<file path="src/light_pkg.sv">
// constants and types for the light sensor register access and conversion
// Summary of operation
// - pointer write alone, then read returns register
// - stop or repeated start between both accepted
// - pointer advances by one per byte read
// - bus address 26h write, 27h read
// - result high at 85h, low next
// - config bit 7 picks standard or continuous
// - standard mode publishes only after 100 ms frame
// - single measurement lasts about 300 us
// - result averages programmed count, up to 128
// - continuous mode measures back to back
// - idle means standby, emitter sink off
package light_pkg;
    // 7-bit form of 8-bit addresses 26h and 27h
    localparam logic [6:0] BUS_ADDR = 7'h13;

    localparam logic [7:0] REG_CMD = 8'h80;
    localparam logic [7:0] REG_CFG = 8'h84;
    localparam logic [7:0] REG_RES_HI = 8'h85;
    localparam logic [7:0] REG_RES_LO = 8'h86;
    localparam logic [7:0] PTR_RESET = 8'h80;
    localparam logic [7:0] CMD_RESET = 8'h00;
    localparam logic [7:0] CFG_RESET = 8'h00;

    localparam int CMD_ALS_EN_BIT = 0;
    localparam int CMD_RDY_BIT = 6;
    localparam int CFG_CONT_BIT = 7;
    localparam int CFG_AVG_LSB = 4;
    localparam int CFG_AVG_W = 3;
    localparam logic [3:0] BYTE_BITS = 4'h8;
    localparam logic [3:0] LAST_TX_BIT = 4'h7;

    localparam int CLK_MHZ = 100;
    localparam int MEAS_US = 300;
    localparam int FRAME_MS = 100;
    localparam int MEAS_CYC = MEAS_US * CLK_MHZ;
    localparam int FRAME_CYC = FRAME_MS * 1000 * CLK_MHZ;
    localparam int TMR_W = 24;
    localparam int ACC_W = 23;

    typedef enum logic [2:0] {
        I_IDLE,
        I_ADDR,
        I_AACK,
        I_RX,
        I_RACK,
        I_TX,
        I_TACK
    } i2c_state_t;

    typedef enum logic [1:0] {
        S_IDLE,
        S_MEAS,
        S_HOLD
    } seq_state_t;
endpackage

</file>
<file path="src/als_avg.sv">
// ambient light measurement sequencer with averaging
`timescale 1ns/1ps
module als_avg #(
    parameter int MEAS_CYC = light_pkg::MEAS_CYC,
    parameter int FRAME_CYC = light_pkg::FRAME_CYC
) (
    input wire logic sys_clk,
    input wire logic nrst,
    input wire logic en,
    input wire logic cont,
    input wire logic [light_pkg::CFG_AVG_W-1:0] avg_code,
    input wire logic [15:0] adc_data,
    output logic [15:0] result_q,
    output logic done_q,
    output logic meas_q
);
    localparam int TW = light_pkg::TMR_W;
    localparam int AW = light_pkg::ACC_W;

    light_pkg::seq_state_t st_q;
    logic [TW-1:0] mt_q;
    logic [TW-1:0] ft_q;
    logic [7:0] n_q;
    logic [AW-1:0] acc_q;
    logic [AW-1:0] sum_w;
    logic [7:0] n_last;
    logic meas_end;
    logic frame_end;

    function automatic logic [15:0] avg_of(
        input logic [AW-1:0] s,
        input logic [light_pkg::CFG_AVG_W-1:0] c
    );
        logic [AW-1:0] t;
        t = s >> c;
        return t[15:0];
    endfunction

    assign sum_w = acc_q + {{(AW-16){1'b0}}, adc_data};
    assign n_last = 8'((9'd1 << avg_code) - 9'd1);
    assign meas_end = (mt_q == TW'(MEAS_CYC - 1));
    assign frame_end = (ft_q == TW'(FRAME_CYC - 1));

    // frame timer only matters in standard mode
    always_ff @(posedge sys_clk or negedge nrst)
    begin
        if (!nrst)
            ft_q <= '0;
        else if (st_q == light_pkg::S_IDLE || frame_end)
            ft_q <= '0;
        else
            ft_q <= ft_q + TW'(1);
    end

    always_ff @(posedge sys_clk or negedge nrst)
    begin
        if (!nrst)
        begin
            st_q <= light_pkg::S_IDLE;
            mt_q <= '0;
            n_q <= '0;
            acc_q <= '0;
            result_q <= '0;
            done_q <= 1'b0;
            meas_q <= 1'b0;
        end
        else
        begin
            done_q <= 1'b0;
            case (st_q)
                light_pkg::S_IDLE:
                begin
                    mt_q <= '0;
                    n_q <= '0;
                    acc_q <= '0;
                    if (en)
                    begin
                        st_q <= light_pkg::S_MEAS;
                        meas_q <= 1'b1;
                    end
                end
                light_pkg::S_MEAS:
                begin
                    mt_q <= meas_end ? '0 : mt_q + TW'(1);
                    if (!en)
                    begin
                        st_q <= light_pkg::S_IDLE;
                        meas_q <= 1'b0;
                    end
                    else if (meas_end && n_q == n_last)
                    begin
                        n_q <= '0;
                        if (cont)
                        begin
                            // next burst starts at once
                            result_q <= avg_of(sum_w, avg_code);
                            done_q <= 1'b1;
                            acc_q <= '0;
                        end
                        else
                        begin
                            acc_q <= sum_w;
                            st_q <= light_pkg::S_HOLD;
                            meas_q <= 1'b0;
                        end
                    end
                    else if (meas_end)
                    begin
                        acc_q <= sum_w;
                        n_q <= n_q + 8'd1;
                    end
                end
                light_pkg::S_HOLD:
                begin
                    mt_q <= '0;
                    if (!en)
                        st_q <= light_pkg::S_IDLE;
                    else if (frame_end)
                    begin
                        result_q <= avg_of(acc_q, avg_code);
                        done_q <= 1'b1;
                        acc_q <= '0;
                        st_q <= light_pkg::S_MEAS;
                        meas_q <= 1'b1;
                    end
                end
                default:
                begin
                    st_q <= light_pkg::S_IDLE;
                    meas_q <= 1'b0;
                end
            endcase
        end
    end
endmodule

</file>
<file path="src/light_sensor_top.sv">
// i2c target with register file driving the ambient light sequencer
`timescale 1ns/1ps
module light_sensor_top #(
    parameter int MEAS_CYC = light_pkg::MEAS_CYC,
    parameter int FRAME_CYC = light_pkg::FRAME_CYC
) (
    input wire logic sys_clk,
    input wire logic nrst,
    input wire logic scl_i,
    input wire logic sda_i,
    output logic sda_o,
    output logic sda_oe,
    input wire logic [15:0] adc_data,
    output logic meas_active,
    output logic standby,
    output logic led_sink_en
);
    logic scl_s1_q;
    logic scl_s2_q;
    logic scl_p_q;
    logic sda_s1_q;
    logic sda_s2_q;
    logic sda_p_q;
    logic start_w;
    logic stop_w;
    logic rise_w;
    logic fall_w;

    light_pkg::i2c_state_t st_q;
    logic [3:0] cnt_q;
    logic [7:0] sh_q;
    logic [7:0] tx_q;
    logic [7:0] ptr_q;
    logic first_q;
    logic rw_q;
    logic sda_oe_q;
    logic sda_o_q;
    logic [7:0] rd_byte;
    logic load_w;
    logic wr_w;
    logic wr_cmd_w;
    logic wr_cfg_w;
    logic rd_hi_w;
    logic byte_end_w;

    logic [7:0] cmd_q;
    logic [7:0] cfg_q;
    logic rdy_q;
    logic standby_q;
    logic led_q;
    logic [15:0] res_w;
    logic done_w;

    // pointer rolls over from ffh to 00h
    function automatic logic [7:0] next_ptr(input logic [7:0] p);
        return p + 8'h01;
    endfunction

    function automatic logic [3:0] next_cnt(input logic [3:0] c);
        return c + 4'h1;
    endfunction

    function automatic logic at_reg(
        input logic [7:0] p,
        input logic [7:0] a
    );
        return p == a;
    endfunction

    // first stage feeds only the second
    always_ff @(posedge sys_clk or negedge nrst)
    begin
        if (!nrst)
        begin
            scl_s1_q <= 1'b1;
            scl_s2_q <= 1'b1;
            scl_p_q <= 1'b1;
            sda_s1_q <= 1'b1;
            sda_s2_q <= 1'b1;
            sda_p_q <= 1'b1;
        end
        else
        begin
            scl_s1_q <= scl_i;
            scl_s2_q <= scl_s1_q;
            scl_p_q <= scl_s2_q;
            sda_s1_q <= sda_i;
            sda_s2_q <= sda_s1_q;
            sda_p_q <= sda_s2_q;
        end
    end

    assign start_w = scl_s2_q && scl_p_q && sda_p_q && !sda_s2_q;
    assign stop_w = scl_s2_q && scl_p_q && !sda_p_q && sda_s2_q;
    assign rise_w = scl_s2_q && !scl_p_q;
    assign fall_w = !scl_s2_q && scl_p_q;

    always_comb
    begin
        case (ptr_q)
            light_pkg::REG_CMD:
                rd_byte = {cmd_q[7], rdy_q, cmd_q[5:0]};
            light_pkg::REG_CFG:
                rd_byte = cfg_q;
            light_pkg::REG_RES_HI:
                rd_byte = res_w[15:8];
            light_pkg::REG_RES_LO:
                rd_byte = res_w[7:0];
            default:
                rd_byte = 8'h00;
        endcase
    end

    // a byte is handed to the host on these edges
    assign load_w = fall_w && !start_w && !stop_w
        && ((st_q == light_pkg::I_AACK && rw_q)
        || st_q == light_pkg::I_TACK);
    assign wr_w = fall_w && st_q == light_pkg::I_RX
        && byte_end_w && !first_q;

    // bit counter reaches eight at the acknowledge slot
    assign byte_end_w = (cnt_q == light_pkg::BYTE_BITS);
    assign wr_cmd_w = wr_w && at_reg(ptr_q, light_pkg::REG_CMD);
    assign wr_cfg_w = wr_w && at_reg(ptr_q, light_pkg::REG_CFG);
    // ready drops as soon as the high byte is handed out
    assign rd_hi_w = load_w && at_reg(ptr_q, light_pkg::REG_RES_HI);

    always_ff @(posedge sys_clk or negedge nrst)
    begin
        if (!nrst)
        begin
            st_q <= light_pkg::I_IDLE;
            cnt_q <= 4'h0;
            sh_q <= 8'h00;
            tx_q <= 8'h00;
            ptr_q <= light_pkg::PTR_RESET;
            first_q <= 1'b0;
            rw_q <= 1'b0;
            sda_oe_q <= 1'b0;
        end
        else if (start_w)
        begin
            // repeated start keeps the pointer
            st_q <= light_pkg::I_ADDR;
            cnt_q <= 4'h0;
            first_q <= 1'b1;
            sda_oe_q <= 1'b0;
        end
        else if (stop_w)
        begin
            st_q <= light_pkg::I_IDLE;
            sda_oe_q <= 1'b0;
        end
        else
        begin
            case (st_q)
                light_pkg::I_IDLE:
                    sda_oe_q <= 1'b0;
                light_pkg::I_ADDR,
                light_pkg::I_RX:
                begin
                    if (rise_w && !byte_end_w)
                    begin
                        sh_q <= {sh_q[6:0], sda_s2_q};
                        cnt_q <= next_cnt(cnt_q);
                    end
                    else if (fall_w && byte_end_w)
                    begin
                        cnt_q <= 4'h0;
                        if (st_q == light_pkg::I_RX)
                        begin
                            sda_oe_q <= 1'b1;
                            st_q <= light_pkg::I_RACK;
                            first_q <= 1'b0;
                            if (first_q)
                                ptr_q <= sh_q;
                            else
                                ptr_q <= next_ptr(ptr_q);
                        end
                        else if (sh_q[7:1] == light_pkg::BUS_ADDR)
                        begin
                            sda_oe_q <= 1'b1;
                            rw_q <= sh_q[0];
                            st_q <= light_pkg::I_AACK;
                        end
                        else
                            st_q <= light_pkg::I_IDLE;
                    end
                end
                light_pkg::I_AACK,
                light_pkg::I_TACK:
                begin
                    if (st_q == light_pkg::I_TACK && rise_w && sda_s2_q)
                        st_q <= light_pkg::I_IDLE;
                    else if (load_w)
                    begin
                        tx_q <= rd_byte;
                        sda_oe_q <= !rd_byte[7];
                        ptr_q <= next_ptr(ptr_q);
                        cnt_q <= 4'h0;
                        st_q <= light_pkg::I_TX;
                    end
                    else if (fall_w)
                    begin
                        sda_oe_q <= 1'b0;
                        cnt_q <= 4'h0;
                        st_q <= light_pkg::I_RX;
                    end
                end
                light_pkg::I_RACK:
                begin
                    if (fall_w)
                    begin
                        sda_oe_q <= 1'b0;
                        st_q <= light_pkg::I_RX;
                    end
                end
                light_pkg::I_TX:
                begin
                    if (fall_w && cnt_q == light_pkg::LAST_TX_BIT)
                    begin
                        sda_oe_q <= 1'b0;
                        st_q <= light_pkg::I_TACK;
                    end
                    else if (fall_w)
                    begin
                        tx_q <= {tx_q[6:0], 1'b0};
                        sda_oe_q <= !tx_q[6];
                        cnt_q <= next_cnt(cnt_q);
                    end
                end
                default:
                begin
                    st_q <= light_pkg::I_IDLE;
                    sda_oe_q <= 1'b0;
                end
            endcase
        end
    end

    // open drain: the driven level is always low
    always_ff @(posedge sys_clk or negedge nrst)
    begin
        if (!nrst)
            sda_o_q <= 1'b0;
        else
            sda_o_q <= 1'b0;
    end

    always_ff @(posedge sys_clk or negedge nrst)
    begin
        if (!nrst)
        begin
            cmd_q <= light_pkg::CMD_RESET;
            cfg_q <= light_pkg::CFG_RESET;
        end
        else if (wr_cmd_w)
            cmd_q <= sh_q;
        else if (wr_cfg_w)
            cfg_q <= sh_q;
    end

    // a new result wins over a read of the high byte
    always_ff @(posedge sys_clk or negedge nrst)
    begin
        if (!nrst)
            rdy_q <= 1'b0;
        else if (done_w)
            rdy_q <= 1'b1;
        else if (rd_hi_w)
            rdy_q <= 1'b0;
    end

    // proximity is not handled here, so the sink stays off
    always_ff @(posedge sys_clk or negedge nrst)
    begin
        if (!nrst)
        begin
            standby_q <= 1'b1;
            led_q <= 1'b0;
        end
        else
        begin
            standby_q <= !cmd_q[light_pkg::CMD_ALS_EN_BIT];
            led_q <= 1'b0;
        end
    end

    als_avg #(
        .MEAS_CYC(MEAS_CYC),
        .FRAME_CYC(FRAME_CYC)
    ) u_avg (
        .sys_clk(sys_clk),
        .nrst(nrst),
        .en(cmd_q[light_pkg::CMD_ALS_EN_BIT]),
        .cont(cfg_q[light_pkg::CFG_CONT_BIT]),
        .avg_code(cfg_q[light_pkg::CFG_AVG_LSB +: light_pkg::CFG_AVG_W]),
        .adc_data(adc_data),
        .result_q(res_w),
        .done_q(done_w),
        .meas_q(meas_active)
    );

    assign sda_o = sda_o_q;
    assign sda_oe = sda_oe_q;
    assign standby = standby_q;
    assign led_sink_en = led_q;
endmodule

</file>
<file path="config.mk">
export PLATFORM = sky130hd
export DESIGN_NAME = light_sensor_top
export DESIGN_NICKNAME = d
export VERILOG_FILES = /design/src/light_pkg.sv /design/src/als_avg.sv /design/src/light_sensor_top.sv
export SDC_FILE = /design/constraint.sdc
export NUM_CORES = 1
export LEC_CHECK = 0
export BUFFER_PORTS_ARGS = -buffer_cell sky130_fd_sc_hd__buf_4
export CAP_MARGIN = 20
export CORE_MARGIN = 2
export CORE_UTILIZATION = 55
export CTS_BUF_LIST = sky130_fd_sc_hd__clkbuf_4 sky130_fd_sc_hd__clkbuf_8
export DETAILED_ROUTE_END_ITERATION = 8
export PLACE_DENSITY = 0.74
export SETUP_SLACK_MARGIN = 0.2
export SLEW_MARGIN = 20
export SYNTH_ARGS = -nofsm -noshare
export SYNTH_HDL_FRONTEND = slang
export SYNTH_SLANG_ARGS = --single-unit
</file>
<file path="constraint.sdc">
create_clock -name sys_clk -period 3 [get_ports sys_clk]
set_input_delay 0.15 -clock sys_clk [delete_from_list [all_inputs] [get_ports sys_clk]]
set_output_delay 0.15 -clock sys_clk [all_outputs]
set_load 0.01 [all_outputs]
</file>
==> key figures <==
STA
  • Slew Viols, Final: 0
  • Count of final hold-check violations: 0
  • Minimum clock period after layout: 2.982 ns
  • RSZ-0062 raised after global routing: yes
  • Least-Margin Pin Slew: between 0.8 and 0.9 ns
  • Fmax: approximately 340 MHz
  • Max Clock Skew: between 0.01 and 0.015 ns
  • Slew HR: a little over two fifths
  • Crit share post-route: between 90 and 100%
  • Fin worst setup slack: 0.01815 ns
  • Final setup viols: 0
  • Setup TNS: 0 ns
  • WHS: 0.08984 ns

Worst setup path
  • Critical Path RT: ~3.4 ns
  • CP Buf/Inv Count: 3
  • Cell family with most CP delay: compound AO/OA/AOI/OAI gates
  • Critical Setup Path Class: flip-flop to flip-flop
  • CP max stage cell: dfrtp_1
  • CP max stage delay: about 0.36 ns
  • Crit path launch type: flip-flop
  • Crit. End Element: flip-flop
  • Worst EP arrival: 3.34 ns
  • Cell Chain, Critical Path: ha_2 -> inv_2 -> fa_2 -> nand2b_4 -> a211oi_4 -> buf_6 -> o41ai_2 -> xor2_1 -> buf_4 -> o221ai_2 -> mux2i_4 -> a211oi_2 -> a21o_1
  • Max FO, Critical Path: 5

Clock tree
  • Total CTS buffers: 17
  • Htree depth: 4
  • Clk_lat worst skew: 0.46 ns
  • # clock sinks: approximately 160
  • Clk buf depth: 2
  • Clk slew on worst S/H paths: approximately 0.09 ns
  • CTS tree: built
  • CTS Root Cell: clkbuf_8

Pwr
  • Worst VDD drop: ~300 µV
  • Power Dens Cells: around 370 nW/µm²
  • Leakage: roughly 5.0 nW

Cells and area
  • Post-Layout Cell Count: approximately 1.4k
  • Layout cells sized above 1: 23.79%
  • Synth-to-Final Area Change: 20.30%
  • N_diodes: 0
  • Util after Layout: roughly two thirds
  • Nets: approximately 1.2k

Die
  • Die Area: between 15,000 and 20,000 µm²
  • Die extent in y: roughly 140 µm
  • Width of the die: 137.5 µm
  • I/O pin total: 25
  • Core area: between 15,000 and 20,000 µm²
  • Starting Density: 56.44%
  • Site row count: 48

Route
  • Via-to-Cell Ratio: 6.495
  • Drt first-iter violations: roughly 1.1k
  • Drt wl/cell: between 15 and 20 µm
  • Final ANT Viol Nets: 0
  • Drc violations: 0
  • Pre-antenna DRT Iters: 6
  • Total wire length: between 20,000 and 30,000 µm
  • Vias: between 9k and 10k

Synth
  • Seq/Total Area, Yosys: 39.70%
  • Top FF cell, synth: dfrtp_1
  • Count of cell types in the netlist: 85
  • Post-synth top area share: 37.55%
  • Yosys top cell by area: dfrtp_1
  • #FFs+latches synth: roughly 160
  • FFs w/ async S/R, synth: between 90% and 100%
  • Yosys Warn Count: 0
  • Mapped Area: just under 10,000 µm²
  • Mapped Avg Cell Area: around 8.9 µm²
  • Cell count after synthesis: 1,096
  • Area contributors post-synth: dfrtp_1, nand2_1, nor2_1
  • Number of enable flip-flop cells after synthesis: 0

Job
  • Number of max-cap violations: 0

Global route
  • First-pass GRT wire length: ~42,000 µm
  • GRT Overall Usage: 28.33%
  • GRT overflow: 0
  • Number of global-route vias before repair: 8,456
  • Initial antenna violation count: 0
  • Largest net degree at the start of global routing: around 70

Placed design
  • RD Place Congestion: 1.007
  • Inst Count DP: between 1k and 1.5k
  • Final HPWL DP: ~18,000 µm
  • Port Buffers: 22
  • Setup WS pre-CTS: between 0.005 and 0.006 ns

Min path
  • Worst min path class: input pin to flip-flop

Outcome
  • Status: completed
## area by class of cell
class	instances	area [µm²]
Timing Repair Buffer	123	960.9
Multi-Input combinational cell	852	6101
Fill cell	1366	5573
Clock buffer	21	282.8
Clock inverter	11	132.6
Tap cell	225	281.5
Inverter	36	135.1
Sequential cell	155	3890
## worst paths after layout
| path | from | to | cells after the start | slack, ns |
|---|---|---|---|---|
| worst min-delay path | adc_data[0] | u_avg.acc_q[0] | 3 | 0.09 |
| worst max-delay path | u_avg.acc_q[0] | u_avg.result_q[1] | 13 | 0.02 |
| max in group asynchronous | nrst | u_avg.acc_q[9] | 3 | 1.87 |
| min in group asynchronous | nrst | u_avg.acc_q[11] | 2 | 0.26 |
| worst min register to register | sda_s1_q | sda_s2_q | 0 | 0.34 |
| worst max register to register | u_avg.acc_q[0] | u_avg.result_q[1] | 13 | 0.02 |
## timing repair
| action | CTS | global route |
|---|---|---|
| hold buffers | 3 | 0 |
| resized for setup | 43 | 75 |
| pin swaps | 11 | 30 |
| setup endpoints to repair | 26 | 40 |
| hold endpoints to repair | 67 | 0 |
| setup buffers | 9 | 11 |
| gates cloned | 0 | 1 |
## power breakdown
group          internal (mW)  switching, mW
sequential              2.15         0.0949
combinational          0.189          0.211
clock                  0.824          0.840
total                   3.16           1.15
## sequential cells by signal (all words and copies together) (netlist names), 2 cells and up
name / flops
u_avg.result_q: 16
tx_q: 7
u_avg.st_q: 2
ptr_q: 8
cmd_q: 7
u_avg.mt_q: 24
cfg_q: 8
u_avg.acc_q: 23
cnt_q: 4
u_avg.n_q: 8
u_avg.ft_q: 24
sh_q: 8
st_q: 3
## cell families (layout without fill, tap and decap cells)
logic type / Yosys count / after routing / share of synthesized area [%]
compound gates: 330 / 330 / 23.11
xor+xnor: 46 / 46 / 4.113
fa+ha+maj: 31 / 31 / 4.036
buf+inv: 91 / 191 / 3.679
flops: 155 / 155 / 39.70
mux: 43 / 43 / 5.454
other cells: 1 / 2 / 0.03828
simple gates: 399 / 400 / 19.88
## Yosys cell counts (all sizes together), types with 13 or more instances
library cell / instances
nor2: 108
o31ai: 16
or3: 16
nor3: 15
o211ai: 13
nand2b: 15
o221ai: 14
a21oi: 64
mux2i: 14
xor2: 24
inv: 34
ha: 30
mux2: 23
clkbuf: 48
dfrtp: 147
nand4: 16
xnor2: 22
nand2: 109
a22oi: 23
nand3: 39
o21ai: 75
and3: 23
## cell usage in the layout (no fill, tap or decap), types with 21 or more instances in the layout
cell	count
xor2_1	22
inv_1	33
nand2_1	107
nand3_1	39
and3_1	22
mux2_2	23
a22oi_1	23
o21ai_0	60
ha_1	24
a21oi_1	61
xnor2_1	21
dfrtp_1	146
buf_4	112
nor2_1	105
## layer usage
metal  wire length [µm]  share of wire [%]  track usage, %  vias to the layer above
li1                   -                  -               -                     4245
met1              11820                 44           39.91                     4509
met2              12530                 47           44.20                      429
met3               2003                7.5           6.218                       59
met4                502                1.9           7.847                        0
met5                  0                  0               0                        -
## through the flow
| stage | power, mW | instance area [µm²] |
|---|---|---|
| 4_1_cts | 4.309 | 11340 |
| 3_3_place_gp | 2.631 | 10640 |
| 2_1_floorplan | 2.469 | 9827 |
| 3_5_place_dp | 2.641 | 10640 |
| 6_report | 4.308 | 11780 |
| 5_1_grt | 4.467 | 11780 |
## worst reg2reg max path: cells and delay by family, from the launching register on
kind	cells	cell delay, ns
XOR/XNOR	1	0.34
adder cells (fa/ha/maj)	2	0.55
AO/OA/AOI/OAI	5	0.82
AND/OR/NAND/NOR	1	0.16
flip-flops	1	0.36
buffers and inverters	3	0.42
multiplexers	1	0.26
Note: power is estimated with default switching activity, not from simulation.
